===== src/logic/dioc_cfg.svh =====
// register map, field positions, reset values and timing figures of the channel block
`ifndef DIOC_CFG_SVH
`define DIOC_CFG_SVH
// clock rate
`define DIOC_CLK_KHZ 125000
// register byte offsets
`define DIOC_OFS_CTRL 8'h00
`define DIOC_OFS_OPEN_EN 8'h04
`define DIOC_OFS_FAULT_MODE 8'h08
`define DIOC_OFS_IDLE_MODE 8'h0C
`define DIOC_OFS_OUT_DATA 8'h10
`define DIOC_OFS_IN_STATE 8'h14
`define DIOC_OFS_SHORT_ERR 8'h18
`define DIOC_OFS_OPEN_ERR 8'h1C
`define DIOC_OFS_IRQ_STAT 8'h20
`define DIOC_OFS_IRQ_MASK 8'h24
// control field positions
`define DIOC_CTRL_SUPPLY_EN 0
`define DIOC_CTRL_INRUSH_EN 1
`define DIOC_CTRL_FILT_LO 2
`define DIOC_CTRL_EXT_LO 4
`define DIOC_CTRL_LOAD_EN 6
`define DIOC_CTRL_MANUAL 7
`define DIOC_CTRL_SWPRIO 8
`define DIOC_CTRL_W 9
// control reset: supply and load checks on, 1.0 ms filter, 1.0 ms extension
`define DIOC_CTRL_RST 9'h045
// interrupt status bits
`define DIOC_IRQ_SUPPLY 0
`define DIOC_IRQ_OVERCUR 1
`define DIOC_IRQ_SHORT 2
`define DIOC_IRQ_OPEN 3
`define DIOC_IRQ_W 4
// times in microseconds
`define DIOC_FILT0_US 100
`define DIOC_FILT1_US 1000
`define DIOC_FILT2_US 10000
`define DIOC_FILT3_US 20000
`define DIOC_EXT0_US 1000
`define DIOC_EXT1_US 15000
`define DIOC_EXT2_US 100000
`define DIOC_EXT3_US 200000
`define DIOC_INRUSH_US 100000
`endif


===== src/logic/dioc_pkg.sv =====
// types shared by the digital channel conditioning block
package dioc_pkg;
	// output behaviour on communication fault or idle
	typedef enum logic [1:0] {DIOC_OM_CLEAR, DIOC_OM_HOLD, DIOC_OM_HIGH} dioc_omode_t;
endpackage : dioc_pkg


===== src/logic/dioc_top.sv =====
// digital i/o channel conditioning and fault handling with an apb register slave
`timescale 1ns/100ps
`include "dioc_cfg.svh"

module dioc_top import dioc_pkg::*; #(
	parameter int N = 8,
	parameter int CW = 25,
	// divide first: the long times would overflow a 32-bit product
	parameter int FILT0_CYC = `DIOC_FILT0_US * (`DIOC_CLK_KHZ / 1000),
	parameter int FILT1_CYC = `DIOC_FILT1_US * (`DIOC_CLK_KHZ / 1000),
	parameter int FILT2_CYC = `DIOC_FILT2_US * (`DIOC_CLK_KHZ / 1000),
	parameter int FILT3_CYC = `DIOC_FILT3_US * (`DIOC_CLK_KHZ / 1000),
	parameter int EXT0_CYC = `DIOC_EXT0_US * (`DIOC_CLK_KHZ / 1000),
	parameter int EXT1_CYC = `DIOC_EXT1_US * (`DIOC_CLK_KHZ / 1000),
	parameter int EXT2_CYC = `DIOC_EXT2_US * (`DIOC_CLK_KHZ / 1000),
	parameter int EXT3_CYC = `DIOC_EXT3_US * (`DIOC_CLK_KHZ / 1000),
	parameter int INRUSH_CYC = `DIOC_INRUSH_US * (`DIOC_CLK_KHZ / 1000)
) (
	// clock and reset
	input wire logic pclk,
	input wire logic presetn,
	// apb slave
	input wire logic psel,
	input wire logic penable,
	input wire logic pwrite,
	input wire logic [7:0] paddr,
	input wire logic [31:0] pwdata,
	output logic [31:0] prdata,
	output logic pready,
	output logic pslverr,
	// field pins
	input wire logic [N-1:0] din_pin,
	input wire logic supply_short_pin,
	input wire logic overcur_pin,
	input wire logic [N-1:0] load_short_pin,
	input wire logic [N-1:0] open_load_pin,
	output logic [N-1:0] dout,
	// communication state from the fieldbus side
	input wire logic comm_fault,
	input wire logic comm_idle,
	// interrupt
	output logic irq
);
	localparam int SW = 3 * N + 2;

	function automatic logic [CW-1:0] filt_lim(input logic [1:0] s);
		unique case (s)
			2'h0: filt_lim = CW'(FILT0_CYC);
			2'h1: filt_lim = CW'(FILT1_CYC);
			2'h2: filt_lim = CW'(FILT2_CYC);
			2'h3: filt_lim = CW'(FILT3_CYC);
		endcase
	endfunction : filt_lim

	function automatic logic [CW-1:0] ext_lim(input logic [1:0] s);
		unique case (s)
			2'h0: ext_lim = CW'(EXT0_CYC);
			2'h1: ext_lim = CW'(EXT1_CYC);
			2'h2: ext_lim = CW'(EXT2_CYC);
			2'h3: ext_lim = CW'(EXT3_CYC);
		endcase
	endfunction : ext_lim

	function automatic logic mode_out(input logic [1:0] m, input logic held);
		unique case (m)
			DIOC_OM_HOLD: mode_out = held;
			DIOC_OM_HIGH: mode_out = 1'b1;
			default: mode_out = 1'b0;
		endcase
	endfunction : mode_out

	// ==========================================================
	// pin synchronisers
	logic [SW-1:0] meta_r, sync_r;
	always_ff @(posedge pclk or negedge presetn) begin
		if (!presetn) begin
			meta_r <= '0;
			sync_r <= '0;
		end else begin
			meta_r <= {din_pin, load_short_pin, open_load_pin, supply_short_pin, overcur_pin};
			sync_r <= meta_r;
		end
	end
	logic [N-1:0] din_s, short_s, open_s;
	logic supply_s, overcur_s;
	assign {din_s, short_s, open_s, supply_s, overcur_s} = sync_r;

	// ==========================================================
	// registers
	logic [`DIOC_CTRL_W-1:0] ctrl_r, ctrl_nxt;
	logic [N-1:0] open_en_r, open_en_nxt, out_data_r, out_data_nxt;
	logic [2*N-1:0] fault_mode_r, fault_mode_nxt, idle_mode_r, idle_mode_nxt;
	logic [`DIOC_IRQ_W-1:0] irq_stat_r, irq_stat_nxt, irq_mask_r, irq_mask_nxt;
	logic [31:0] prdata_nxt;
	logic pready_nxt;
	logic [N-1:0] in_cond;
	logic [N-1:0] short_err_r, short_err_nxt, open_err;
	logic supply_err, overcur_err;
	logic [`DIOC_IRQ_W-1:0] ev_lvl, ev_prev_r;
	logic access, wr;

	assign access = psel & penable & ~pready;
	assign wr = access & pwrite;

	always_comb begin
		ctrl_nxt = ctrl_r;
		open_en_nxt = open_en_r;
		fault_mode_nxt = fault_mode_r;
		idle_mode_nxt = idle_mode_r;
		out_data_nxt = out_data_r;
		irq_mask_nxt = irq_mask_r;
		prdata_nxt = prdata;
		pready_nxt = access;
		// new events win over a write-one clear in the same cycle
		irq_stat_nxt = irq_stat_r;
		if (wr && paddr == `DIOC_OFS_IRQ_STAT)
			irq_stat_nxt = irq_stat_r & ~pwdata[`DIOC_IRQ_W-1:0];
		irq_stat_nxt = irq_stat_nxt | (ev_lvl & ~ev_prev_r);
		if (wr) begin
			unique case (paddr)
				`DIOC_OFS_CTRL: ctrl_nxt = pwdata[`DIOC_CTRL_W-1:0];
				`DIOC_OFS_OPEN_EN: open_en_nxt = pwdata[N-1:0];
				`DIOC_OFS_FAULT_MODE: fault_mode_nxt = pwdata[2*N-1:0];
				`DIOC_OFS_IDLE_MODE: idle_mode_nxt = pwdata[2*N-1:0];
				`DIOC_OFS_OUT_DATA: out_data_nxt = pwdata[N-1:0];
				`DIOC_OFS_IRQ_MASK: irq_mask_nxt = pwdata[`DIOC_IRQ_W-1:0];
				default: ;
			endcase
		end
		if (access && !pwrite) begin
			unique case (paddr)
				`DIOC_OFS_CTRL: prdata_nxt = 32'(ctrl_r);
				`DIOC_OFS_OPEN_EN: prdata_nxt = 32'(open_en_r);
				`DIOC_OFS_FAULT_MODE: prdata_nxt = 32'(fault_mode_r);
				`DIOC_OFS_IDLE_MODE: prdata_nxt = 32'(idle_mode_r);
				`DIOC_OFS_OUT_DATA: prdata_nxt = 32'(out_data_r);
				`DIOC_OFS_IN_STATE: prdata_nxt = 32'(in_cond);
				`DIOC_OFS_SHORT_ERR: prdata_nxt = 32'(short_err_r);
				`DIOC_OFS_OPEN_ERR: prdata_nxt = 32'(open_err);
				`DIOC_OFS_IRQ_STAT: prdata_nxt = 32'(irq_stat_r);
				`DIOC_OFS_IRQ_MASK: prdata_nxt = 32'(irq_mask_r);
				default: prdata_nxt = 32'h0000_0000;
			endcase
		end
	end

	always_ff @(posedge pclk or negedge presetn) begin
		if (!presetn) begin
			ctrl_r <= `DIOC_CTRL_RST;
			open_en_r <= '0;
			fault_mode_r <= '0;
			idle_mode_r <= '0;
			out_data_r <= '0;
			irq_stat_r <= '0;
			irq_mask_r <= '0;
			prdata <= 32'h0000_0000;
			pready <= 1'b0;
		end else begin
			ctrl_r <= ctrl_nxt;
			open_en_r <= open_en_nxt;
			fault_mode_r <= fault_mode_nxt;
			idle_mode_r <= idle_mode_nxt;
			out_data_r <= out_data_nxt;
			irq_stat_r <= irq_stat_nxt;
			irq_mask_r <= irq_mask_nxt;
			prdata <= prdata_nxt;
			pready <= pready_nxt;
		end
	end
	// unmapped addresses read zero, writes are dropped; no bus error
	assign pslverr = 1'b0;

	// ==========================================================
	// input conditioning per channel
	logic [CW-1:0] flim, elim;
	assign flim = filt_lim(ctrl_r[`DIOC_CTRL_FILT_LO +: 2]);
	assign elim = ext_lim(ctrl_r[`DIOC_CTRL_EXT_LO +: 2]);

	for (genvar i = 0; i < N; i++) begin : g_in
		logic cand_r, cand_nxt, filt_r, filt_nxt, hold_r, hold_nxt;
		logic [CW-1:0] st_r, st_nxt, ex_r, ex_nxt;
		always_comb begin
			cand_nxt = cand_r;
			st_nxt = st_r;
			filt_nxt = filt_r;
			ex_nxt = ex_r;
			hold_nxt = hold_r;
			if (din_s[i] != cand_r) begin
				cand_nxt = din_s[i];
				st_nxt = '0;
			end else if (st_r >= flim - CW'(1)) begin
				filt_nxt = cand_r;
			end else begin
				st_nxt = st_r + CW'(1);
			end
			// extension restarts on every active cycle, counts down after release
			if (filt_r) begin
				ex_nxt = elim - CW'(1);
				hold_nxt = 1'b1;
			end else if (ex_r != '0) begin
				ex_nxt = ex_r - CW'(1);
			end else begin
				hold_nxt = 1'b0;
			end
		end
		always_ff @(posedge pclk or negedge presetn) begin
			if (!presetn) begin
				cand_r <= 1'b0;
				st_r <= '0;
				filt_r <= 1'b0;
				ex_r <= '0;
				hold_r <= 1'b0;
			end else begin
				cand_r <= cand_nxt;
				st_r <= st_nxt;
				filt_r <= filt_nxt;
				ex_r <= ex_nxt;
				hold_r <= hold_nxt;
			end
		end
		assign in_cond[i] = hold_r;
	end

	// ==========================================================
	// error detection
	logic [CW-1:0] inrush_r, inrush_nxt;
	logic inrush_done;
	assign inrush_done = (inrush_r == CW'(INRUSH_CYC));
	assign supply_err = supply_s & ctrl_r[`DIOC_CTRL_SUPPLY_EN];
	// window is timed from power-up even if enabled later
	assign overcur_err = overcur_s & (inrush_done | ~ctrl_r[`DIOC_CTRL_INRUSH_EN]);
	assign open_err = open_s & open_en_r;

	always_comb begin
		inrush_nxt = inrush_done ? inrush_r : inrush_r + CW'(1);
		if (ctrl_r[`DIOC_CTRL_MANUAL])
			short_err_nxt = short_err_r | (short_s & {N{ctrl_r[`DIOC_CTRL_LOAD_EN]}});
		else
			short_err_nxt = short_s & {N{ctrl_r[`DIOC_CTRL_LOAD_EN]}};
	end

	assign ev_lvl = {|open_err, |short_err_r, overcur_err, supply_err};

	always_ff @(posedge pclk or negedge presetn) begin
		if (!presetn) begin
			inrush_r <= '0;
			short_err_r <= '0;
			ev_prev_r <= '0;
		end else begin
			inrush_r <= inrush_nxt;
			short_err_r <= short_err_nxt;
			ev_prev_r <= ev_lvl;
		end
	end

	// ==========================================================
	// output drive and interrupt
	logic [N-1:0] dout_nxt;
	logic irq_nxt;
	always_comb begin
		irq_nxt = |(irq_stat_nxt & irq_mask_r);
		for (int k = 0; k < N; k++) begin
			if (!comm_fault && !comm_idle)
				dout_nxt[k] = out_data_r[k];
			else if (!ctrl_r[`DIOC_CTRL_SWPRIO])
				dout_nxt[k] = 1'b0;
			else if (comm_fault)
				dout_nxt[k] = mode_out(fault_mode_r[2*k +: 2], dout[k]);
			else
				dout_nxt[k] = mode_out(idle_mode_r[2*k +: 2], dout[k]);
		end
	end

	always_ff @(posedge pclk or negedge presetn) begin
		if (!presetn) begin
			dout <= '0;
			irq <= 1'b0;
		end else begin
			dout <= dout_nxt;
			irq <= irq_nxt;
		end
	end
endmodule : dioc_top


===== config.mk =====
export PLATFORM = sky130hd
export DESIGN_NAME = dioc_top
export DESIGN_NICKNAME = d
export VERILOG_FILES = /design/src/logic/dioc_pkg.sv /design/src/logic/dioc_top.sv
export VERILOG_INCLUDE_DIRS = /design/src /design/src/logic
export SDC_FILE = /design/constraint.sdc
export NUM_CORES = 1
export LEC_CHECK = 0
export ABC_AREA = 1
export BUFFER_PORTS_ARGS = -buffer_cell sky130_fd_sc_hd__buf_2
export CORE_MARGIN = 1.5
export CORE_UTILIZATION = 60
export DETAILED_ROUTE_END_ITERATION = 6
export MAX_ROUTING_LAYER = met4
export PLACE_DENSITY = 0.77
export SYNTH_ARGS = -nofsm -noshare
export SYNTH_HDL_FRONTEND = slang
export SYNTH_SLANG_ARGS = --single-unit

===== constraint.sdc =====
create_clock -name pclk -period 9.34 [get_ports pclk]
set_clock_uncertainty 0.2 [all_clocks]
set_input_delay 0.467 -clock pclk [delete_from_list [all_inputs] [get_ports pclk]]
set_output_delay 0.467 -clock pclk [all_outputs]
set_load 0.01 [all_outputs]

==> results.tsv, run 1 <==
stage	metric	value	unit
run_status	outcome	completed	
sta	Fmax achieved	0.202	GHz
global_routing	via count of the first global-routing pass	32300	
synthesis	ys flop type	dfrtp_1	
final_layout	Area growth syn-to-layout	10.4	%
worst_setup_path	worst path arrival time	5.31	ns
die	Die Y	255	um
drt	Routed wire per std cell	15.1	um
worst_setup_path	CP Capture Type	flop	
cts	clk_lat worst skew	0.64	ns
die	Boundary Pins	116	
sta	max-slew violation count	0	
drt	WL final	96300	um
worst_setup_path	Crit Path Max Fanout	26	
sta	final setup fails	0	
sta	RSZ-0062 raised after global routing	no	
min_path	Hold Crit Start	pwdata[5]	
global_routing	largest net degree at the start of global routing	169	
cts	clk root buf	clkbuf_16	
synthesis	cell count after synthesis	5372	
worst_setup_path	Critical R2R Launch	ctrl_r[2]	
worst_setup_path	critical path startpoint category	flop	
die	Core ar.	63000	sq um
final_layout	commonest non-fill, non-tap cell in the layout	nand2_1	
sta	final period demand of the worst path	4.96	ns
power_and_ir_drop	Power Total	0.00578	W
job	# Max-Cap Violations	0	
sta	Final period util	0.531	
synthesis	Distinct cells, synth	52	
drt	vias per std cell	5.35	
power_and_ir_drop	Worst VDD drop	123	uV
placement	port buffer count	82	
drt	First-pass DRT Iterations	5	
placement	hpwl dp	65300	um
final_layout	# diodes	0	
die	chip width	255	um
worst_setup_path	origin of the worst setup path	ctrl_r[2]	
sta	Rel. slew slack	0.305	
synthesis	Seq cells post-synth	604	
drt	DR iter-0 viols	2730	
final_layout	share of layout cells above drive strength 1	0.0587	
synthesis	Warnings, synthesis	0	
cts	CTS clk-pin slew, worst paths	0.06	ns
global_routing	global route overflow	0	
sta	Worst Tran Pin Value	1.04	ns
global_routing	initial antenna violation count	0	
global_routing	first-pass GRT wire length	161000	um
die	row cnt	92	
final_layout	Final #Nets	5761	
drt	Final ANT Viol Nets	0	
synthesis	fraction of registers with async set/reset	1.00	
synthesis	EDFF count, synth	0	
cts	post-cts sizing count	0	
sta	Final Hold Fails	0	
cts	# Post-CTS Setup Buffers	0	
final_layout	FILL cells	5510	
global_routing	GRT Total Usage	0.304	
cts	H-tree levels	3	
power_and_ir_drop	Pwr per Cell Area	137	nW/um^2
cts	total CTS buffers	70	
synthesis	Seq/Total Area, Yosys	0.396	
drt	Via Count	34200	
synthesis	Avg Cell Area, Syn	7.11	sq um
drt	DRC Markers	0	
die	Starting Density	0.607	
cts	CTS tree	done	
die	total die area	65200	sq um
worst_setup_path	Setup Crit Path Kind	flop to flop	
placement	global placement routability congestion	0.960	
cts	Sink Count	604	
cts	Max clock buf depth	3	
final_layout	most frequent cells in the layout	nand2_1 (1767), nor2_1 (866), dfrtp_1 (601)	
sta	setup TNS	0	ns
synthesis	Mapped Area	38200	sq um
worst_setup_path	Worst EP required	9.69	ns
min_path	type of the worst min-delay path	input port to flop	
power_and_ir_drop	Leak	22.5	nW
-- final cells by class --
type | instances | area (sq um) | area share
clock inverter | 35 | 505 | 0.0120
multi-input combinational | 4144 | 20500 | 0.487
timing repair buffer | 150 | 1060 | 0.0251
inverter | 525 | 1970 | 0.0467
sequential | 604 | 15100 | 0.358
clock buffer | 92 | 1920 | 0.0456
tap | 846 | 1060 | 0.0251
-- through the flow --
stage / setup slack [ns] / hold slack [ns] / area [sq um] / utilization / instances
2_1_floorplan: 6.38 / -0.0286 / 38300 / - / 5403
3_3_place_gp: 4.47 / 0.132 / 39300 / 0.625 / 6228
3_5_place_dp: 4.42 / 0.135 / 39300 / 0.625 / 6228
4_1_cts: 4.39 / 0.000820 / 42200 / 0.670 / 6396
5_1_grt: 4.17 / 0.0208 / 42200 / 0.670 / 6396
6_report: 4.38 / 0.0243 / 42200 / 0.670 / 6396
-- power by group --
group,switching [W],internal (W)
Combinational,0.000175,0.0000602
Sequential,0.0000280,0.00265
Clock,0.00117,0.00170
Total,0.00138,0.00441
-- flip-flops by register name, summed over array words and instances, names as in the netlist, 9 cells and up --
signal / flops
meta_r: 26
idle_mode_r: 16
sync_r: 26
ctrl_r: 9
g_in.ex_r: 200
inrush_r: 25
g_in.st_r: 200
prdata: 16
fault_mode_r: 16
-- path summary, 6_finish.rpt --
path	end	slack, ns	depth (start not counted)
worst max-delay path	g_in[4].st_r[13]	4.38	16
worst min-delay path	ctrl_r[5]	0.02	3
worst max register to register	g_in[4].st_r[13]	4.38	16
worst min register to register	sync_r[6]	0.14	0
max in group asynchronous	idle_mode_r[3]	6.46	4
min in group asynchronous	g_in[5].ex_r[3]	0.25	2
-- cell families after synthesis --
logic type | after synthesis | share of synthesized area
other | 2 | 0.000197
adders and majority gates | 193 | 0.0632
DFF | 604 | 0.396
AOI/OAI and AO/OA | 324 | 0.0470
xor gates and xnor gates | 291 | 0.0667
and+or+nand+nor | 3303 | 0.357
buffers and inverters | 655 | 0.0695
-- synthesized netlist by cell type, types with 2 or more instances --
master | count | area, sq um
conb_1 | 2 | 7.51
clkinv_1 | 4 | 15.0
a21o_1 | 2 | 15.0
nor3b_2 | 3 | 37.5
and2_1 | 2 | 12.5
nand3_2 | 10 | 100
o31ai_1 | 9 | 67.6
inv_1 | 507 | 1900
xnor2_1 | 103 | 902
nor3_1 | 76 | 380
nand2_4 | 2 | 22.5
o22ai_1 | 31 | 194
a21oi_1 | 77 | 385
nor3_2 | 7 | 70.1
nand4_1 | 52 | 325
nor2_2 | 22 | 138
nand4_2 | 2 | 25.0
xor2_1 | 188 | 1650
nor2_1 | 867 | 3250
buf_2 | 29 | 145
o21ai_1 | 15 | 75.1
nor3b_1 | 23 | 173
o21ai_0 | 153 | 766
dfrtp_1 | 601 | 15000
dfstp_2 | 3 | 78.8
nand3_1 | 418 | 2090
or2_2 | 12 | 75.1
o211ai_1 | 8 | 60.1
buf_4 | 25 | 188
clkbuf_1 | 66 | 248
a31oi_1 | 2 | 12.5
a22oi_1 | 8 | 60.1
a32o_1 | 3 | 30.0
nand2_2 | 18 | 113
buf_6 | 9 | 101
nand3b_1 | 10 | 75.1
inv_2 | 14 | 52.6
a21boi_0 | 3 | 22.5
o21a_1 | 7 | 52.6
nand2_1 | 1767 | 6630
nor2_4 | 6 | 67.6
ha_1 | 193 | 2410
o311ai_0 | 4 | 35.0
-- layer usage --
| metal | part of all wire | GRT usage | wire, um | up-vias |
|---|---|---|---|---|
| met5 | 0 | - | 0 | - |
| met4 | 0.028 | 0.0911 | 2690 | 0 |
| li1 | - | - | - | 17100 |
| met2 | 0.47 | 0.489 | 45400 | 922 |
| met1 | 0.45 | 0.408 | 43400 | 16000 |
| met3 | 0.050 | 0.0321 | 4830 | 186 |
-- repair_timing --
action,CTS,global route
hold buffers,41,0
endpoints found under the setup margin,0,0
hold endpoints to repair,123,0
-- worst max-delay path, cell delays in order, from the launching register on --
cell	delay (ns)
dfstp_2	0.94
inv_1	0.28
ha_1	0.27
buf_4	0.21
nor2_2	0.83
ha_1	0.38
nand2_1	0.06
inv_1	0.05
nand2_1	0.06
nor2_1	0.04
nand2_1	0.05
nor2_1	0.03
nor2_1	0.11
nand3_2	0.48
nand2_2	0.66
nand2_1	0.12
nand2_1	0.08
No activity file was read; power rests on OpenSTA's default activity.
==> inputs of run 2 (changes only) <==
Settings changed: CORE_UTILIZATION 60 to 58, PLACE_DENSITY 0.77 to 0.78.
Clock period 9.34 ns to 4.5 ns, I/O delays scaled along.
==> run 2 against run 1 <==
Wire length up 1.3%. Global-route usage about the same. Core utilization down 1.7 points. Cell area up 0.38%. Total power up 110%. Clock-buffer cell count up 2. Combinational power up 110%. First-iteration DRC count up 8.6%. Sequential power up 110%. Critical endpoint is now g_in[6].filt_r. Highest routed layer unchanged.
==> results.tsv, run 2 (same netlist as run 1, synthesis figures left out) <==
stage	metric	value	unit
run_status	outcome	completed	
sta	Worst Tran Pin Value	1.03	ns
final_layout	most frequent cells in the layout	nand2_1 (1767), nor2_1 (866), dfrtp_1 (601)	
drt	DRC Markers	0	
job	# Max-Cap Violations	0	
final_layout	Final #Nets	5780	
global_routing	via count of the first global-routing pass	33600	
cts	CTS tree	done	
min_path	Worst Hold Path EP	meta_r[25]	
cts	clk root buf	clkbuf_16	
cts	H-tree levels	3	
cts	Max clock buf depth	3	
worst_setup_path	r2r endpoint	g_in[6].filt_r	
power_and_ir_drop	Power Total	0.0119	W
sta	setup TNS	0	ns
worst_setup_path	critical path's most frequent cell	nand2_1	
drt	M1 WL	43300	um
sta	Rel. slew slack	0.312	
cts	Sink Count	604	
die	Die Y	260	um
cts	total CTS buffers	69	
die	Core ar.	64800	sq um
drt	Final ANT Viol Nets	0	
sta	Fmax achieved	0.247	GHz
drt	First-pass DRT Iterations	6	
drt	Routed wire per std cell	15.2	um
placement	hpwl dp	67400	um
die	total die area	67400	sq um
worst_setup_path	CP max stage cell	ha_1	
min_path	hold path cells	2	
die	row cnt	93	
global_routing	global route overflow	0	
sta	Final period util	0.900	
min_path	Hold Crit Start	din_pin[7]	
sta	max-slew violation count	0	
drt	WL final	97600	um
final_layout	FILL cells	5531	
placement	port buffer count	82	
drt	met2 WL	46000	um
global_routing	first-pass GRT wire length	164000	um
final_layout	share of layout cells above drive strength 1	0.0595	
cts	clk_lat worst skew	0.62	ns
worst_setup_path	Setup Crit Path Kind	flop to flop	
die	Starting Density	0.589	
power_and_ir_drop	Pwr per Cell Area	280	nW/um^2
worst_setup_path	FF-to-FF setup slack	0.45	ns
drt	vias per std cell	5.40	
die	Boundary Pins	116	
drt	Top Metal Used	met4	
final_layout	largest registers	g_in.ex_r x200, g_in.st_r x200	
drt	met3 routed WL	5460	um
worst_setup_path	CP Capture Type	flop	
worst_setup_path	buffers plus inverters on the worst setup path	3	
worst_setup_path	cell class contributing the biggest share of worst-path delay	simple AND/OR/NAND/NOR gates	
global_routing	initial antenna violation count	3	
final_layout	Area growth syn-to-layout	10.8	%
global_routing	largest net degree at the start of global routing	119	
placement	global placement routability congestion	0.956	
drt	DR iter-0 viols	2965	
sta	final setup fails	0	
power_and_ir_drop	Leak	22.5	nW
sta	final period demand of the worst path	4.05	ns
min_path	type of the worst min-delay path	input port to flop	
worst_setup_path	Worst EP required	4.84	ns
sta	RSZ-0062 raised after global routing	no	
power_and_ir_drop	Worst VDD drop	315	uV
sta	Final Hold Fails	0	
worst_setup_path	Crit path largest cell delay	0.70	ns
worst_setup_path	worst path arrival time	4.38	ns
final_layout	commonest non-fill, non-tap cell in the layout	nand2_1	
cts	CTS clk-pin slew, worst paths	0.06	ns
worst_setup_path	worst path cell trace	inv_1, ha_1, clkinvlp_4, buf_4, ha_1, a21o_1, nor2_1, nand2_1, nand2_1, nand3_2, nand2_4, nand2_1, nand2_1	
worst_setup_path	critical path startpoint category	flop	
global_routing	GRT Total Usage	0.304	
worst_setup_path	Critical R2R Launch	ctrl_r[2]	
worst_setup_path	Crit Path Max Fanout	26	
die	chip width	260	um
worst_setup_path	R2R depth	13	
drt	Via Count	34700	
## run 2: cell types whose count changed in the layout (fill, tap and decap cells not counted), moves of 2 or more
cell,before,now
bufinv_16,8,6
dlygate4sd3_1,41,52
clkbuf_8,9,11
clkinv_16,2,0
clkinv_2,15,8
buf_4,25,29
buf_12,2,7
diode_2,0,4
inv_6,1,5
clkinvlp_4,2,4
inv_16,2,0
## run 2: per-stage QoR
step                      hold slack [ns]  instances   util  setup WS, ns  area, sq um
after floorplan                    -0.271       5403      -          1.54        38300
after global placement              0.132       6243  0.609         0.394        39400
after detailed placement            0.135       6243  0.609         0.252        39400
after CTS                          0.0251       6416  0.652         0.169        42300
after global routing               0.0319       6422  0.653         0.198        42300
final                              0.0487       6423  0.653         0.452        42300
## run 2: repair_timing
| action | 4_1_cts | 5_1_grt |
|---|---|---|
| hold buffers | 52 | 0 |
| hold endpoints to repair | 207 | 0 |
| gates resized for setup | 0 | 2 |
| buffers inserted | 0 | 3 |
| endpoints found under the setup margin | 0 | 27 |
## run 2: routing by layer
metal / track usage / up-vias
met4: 0.102 / 0
li1: - / 17200
met5: - / -
met3: 0.0408 / 207
met2: 0.489 / 1052
met1: 0.397 / 16200
## run 2: final cells by class
cell class,instances,area [sq um],area share
inverter,525,1970,0.0466
clock inverter,27,345,0.00816
clock buffer,94,1970,0.0466
sequential,604,15100,0.357
antenna,4,10.0,0.000236
timing repair buffer,170,1300,0.0307
multi-input combinational,4144,20500,0.485
tap,855,1070,0.0253
## run 2: how the worst max path moves through the flow
stage	startpoint	to	slack, ns	cells past startpoint
after floorplan	ctrl_r[2]	g_in[1].st_r[17]	1.54	16
after global placement	ctrl_r[2]	g_in[6].st_r[0]	0.39	12
after detailed placement	ctrl_r[2]	g_in[6].filt_r	0.25	12
after CTS	ctrl_r[2]	g_in[6].filt_r	0.17	12
after global routing	ctrl_r[2]	g_in[7].st_r[12]	0.20	15
final	ctrl_r[2]	g_in[6].filt_r	0.45	13
## run 2: power by group
| group | internal [W] | total (W) | switching [W] |
|---|---|---|---|
| Clock | 0.00344 | 0.00581 | 0.00237 |
| Sequential | 0.00549 | 0.00555 | 0.0000599 |
| Combinational | 0.000135 | 0.000503 | 0.000368 |
## run 2: worst register-to-register path, stage by stage (launching register included)
cell and delay, ns:
dfstp_2 0.63, inv_1 0.15, ha_1 0.71, clkinvlp_4 0.17, buf_4 0.21, ha_1 0.33, a21o_1 0.17, nor2_1 0.09
nand2_1 0.06, nand2_1 0.06, nand3_2 0.47, nand2_4 0.47, nand2_1 0.11, nand2_1 0.14
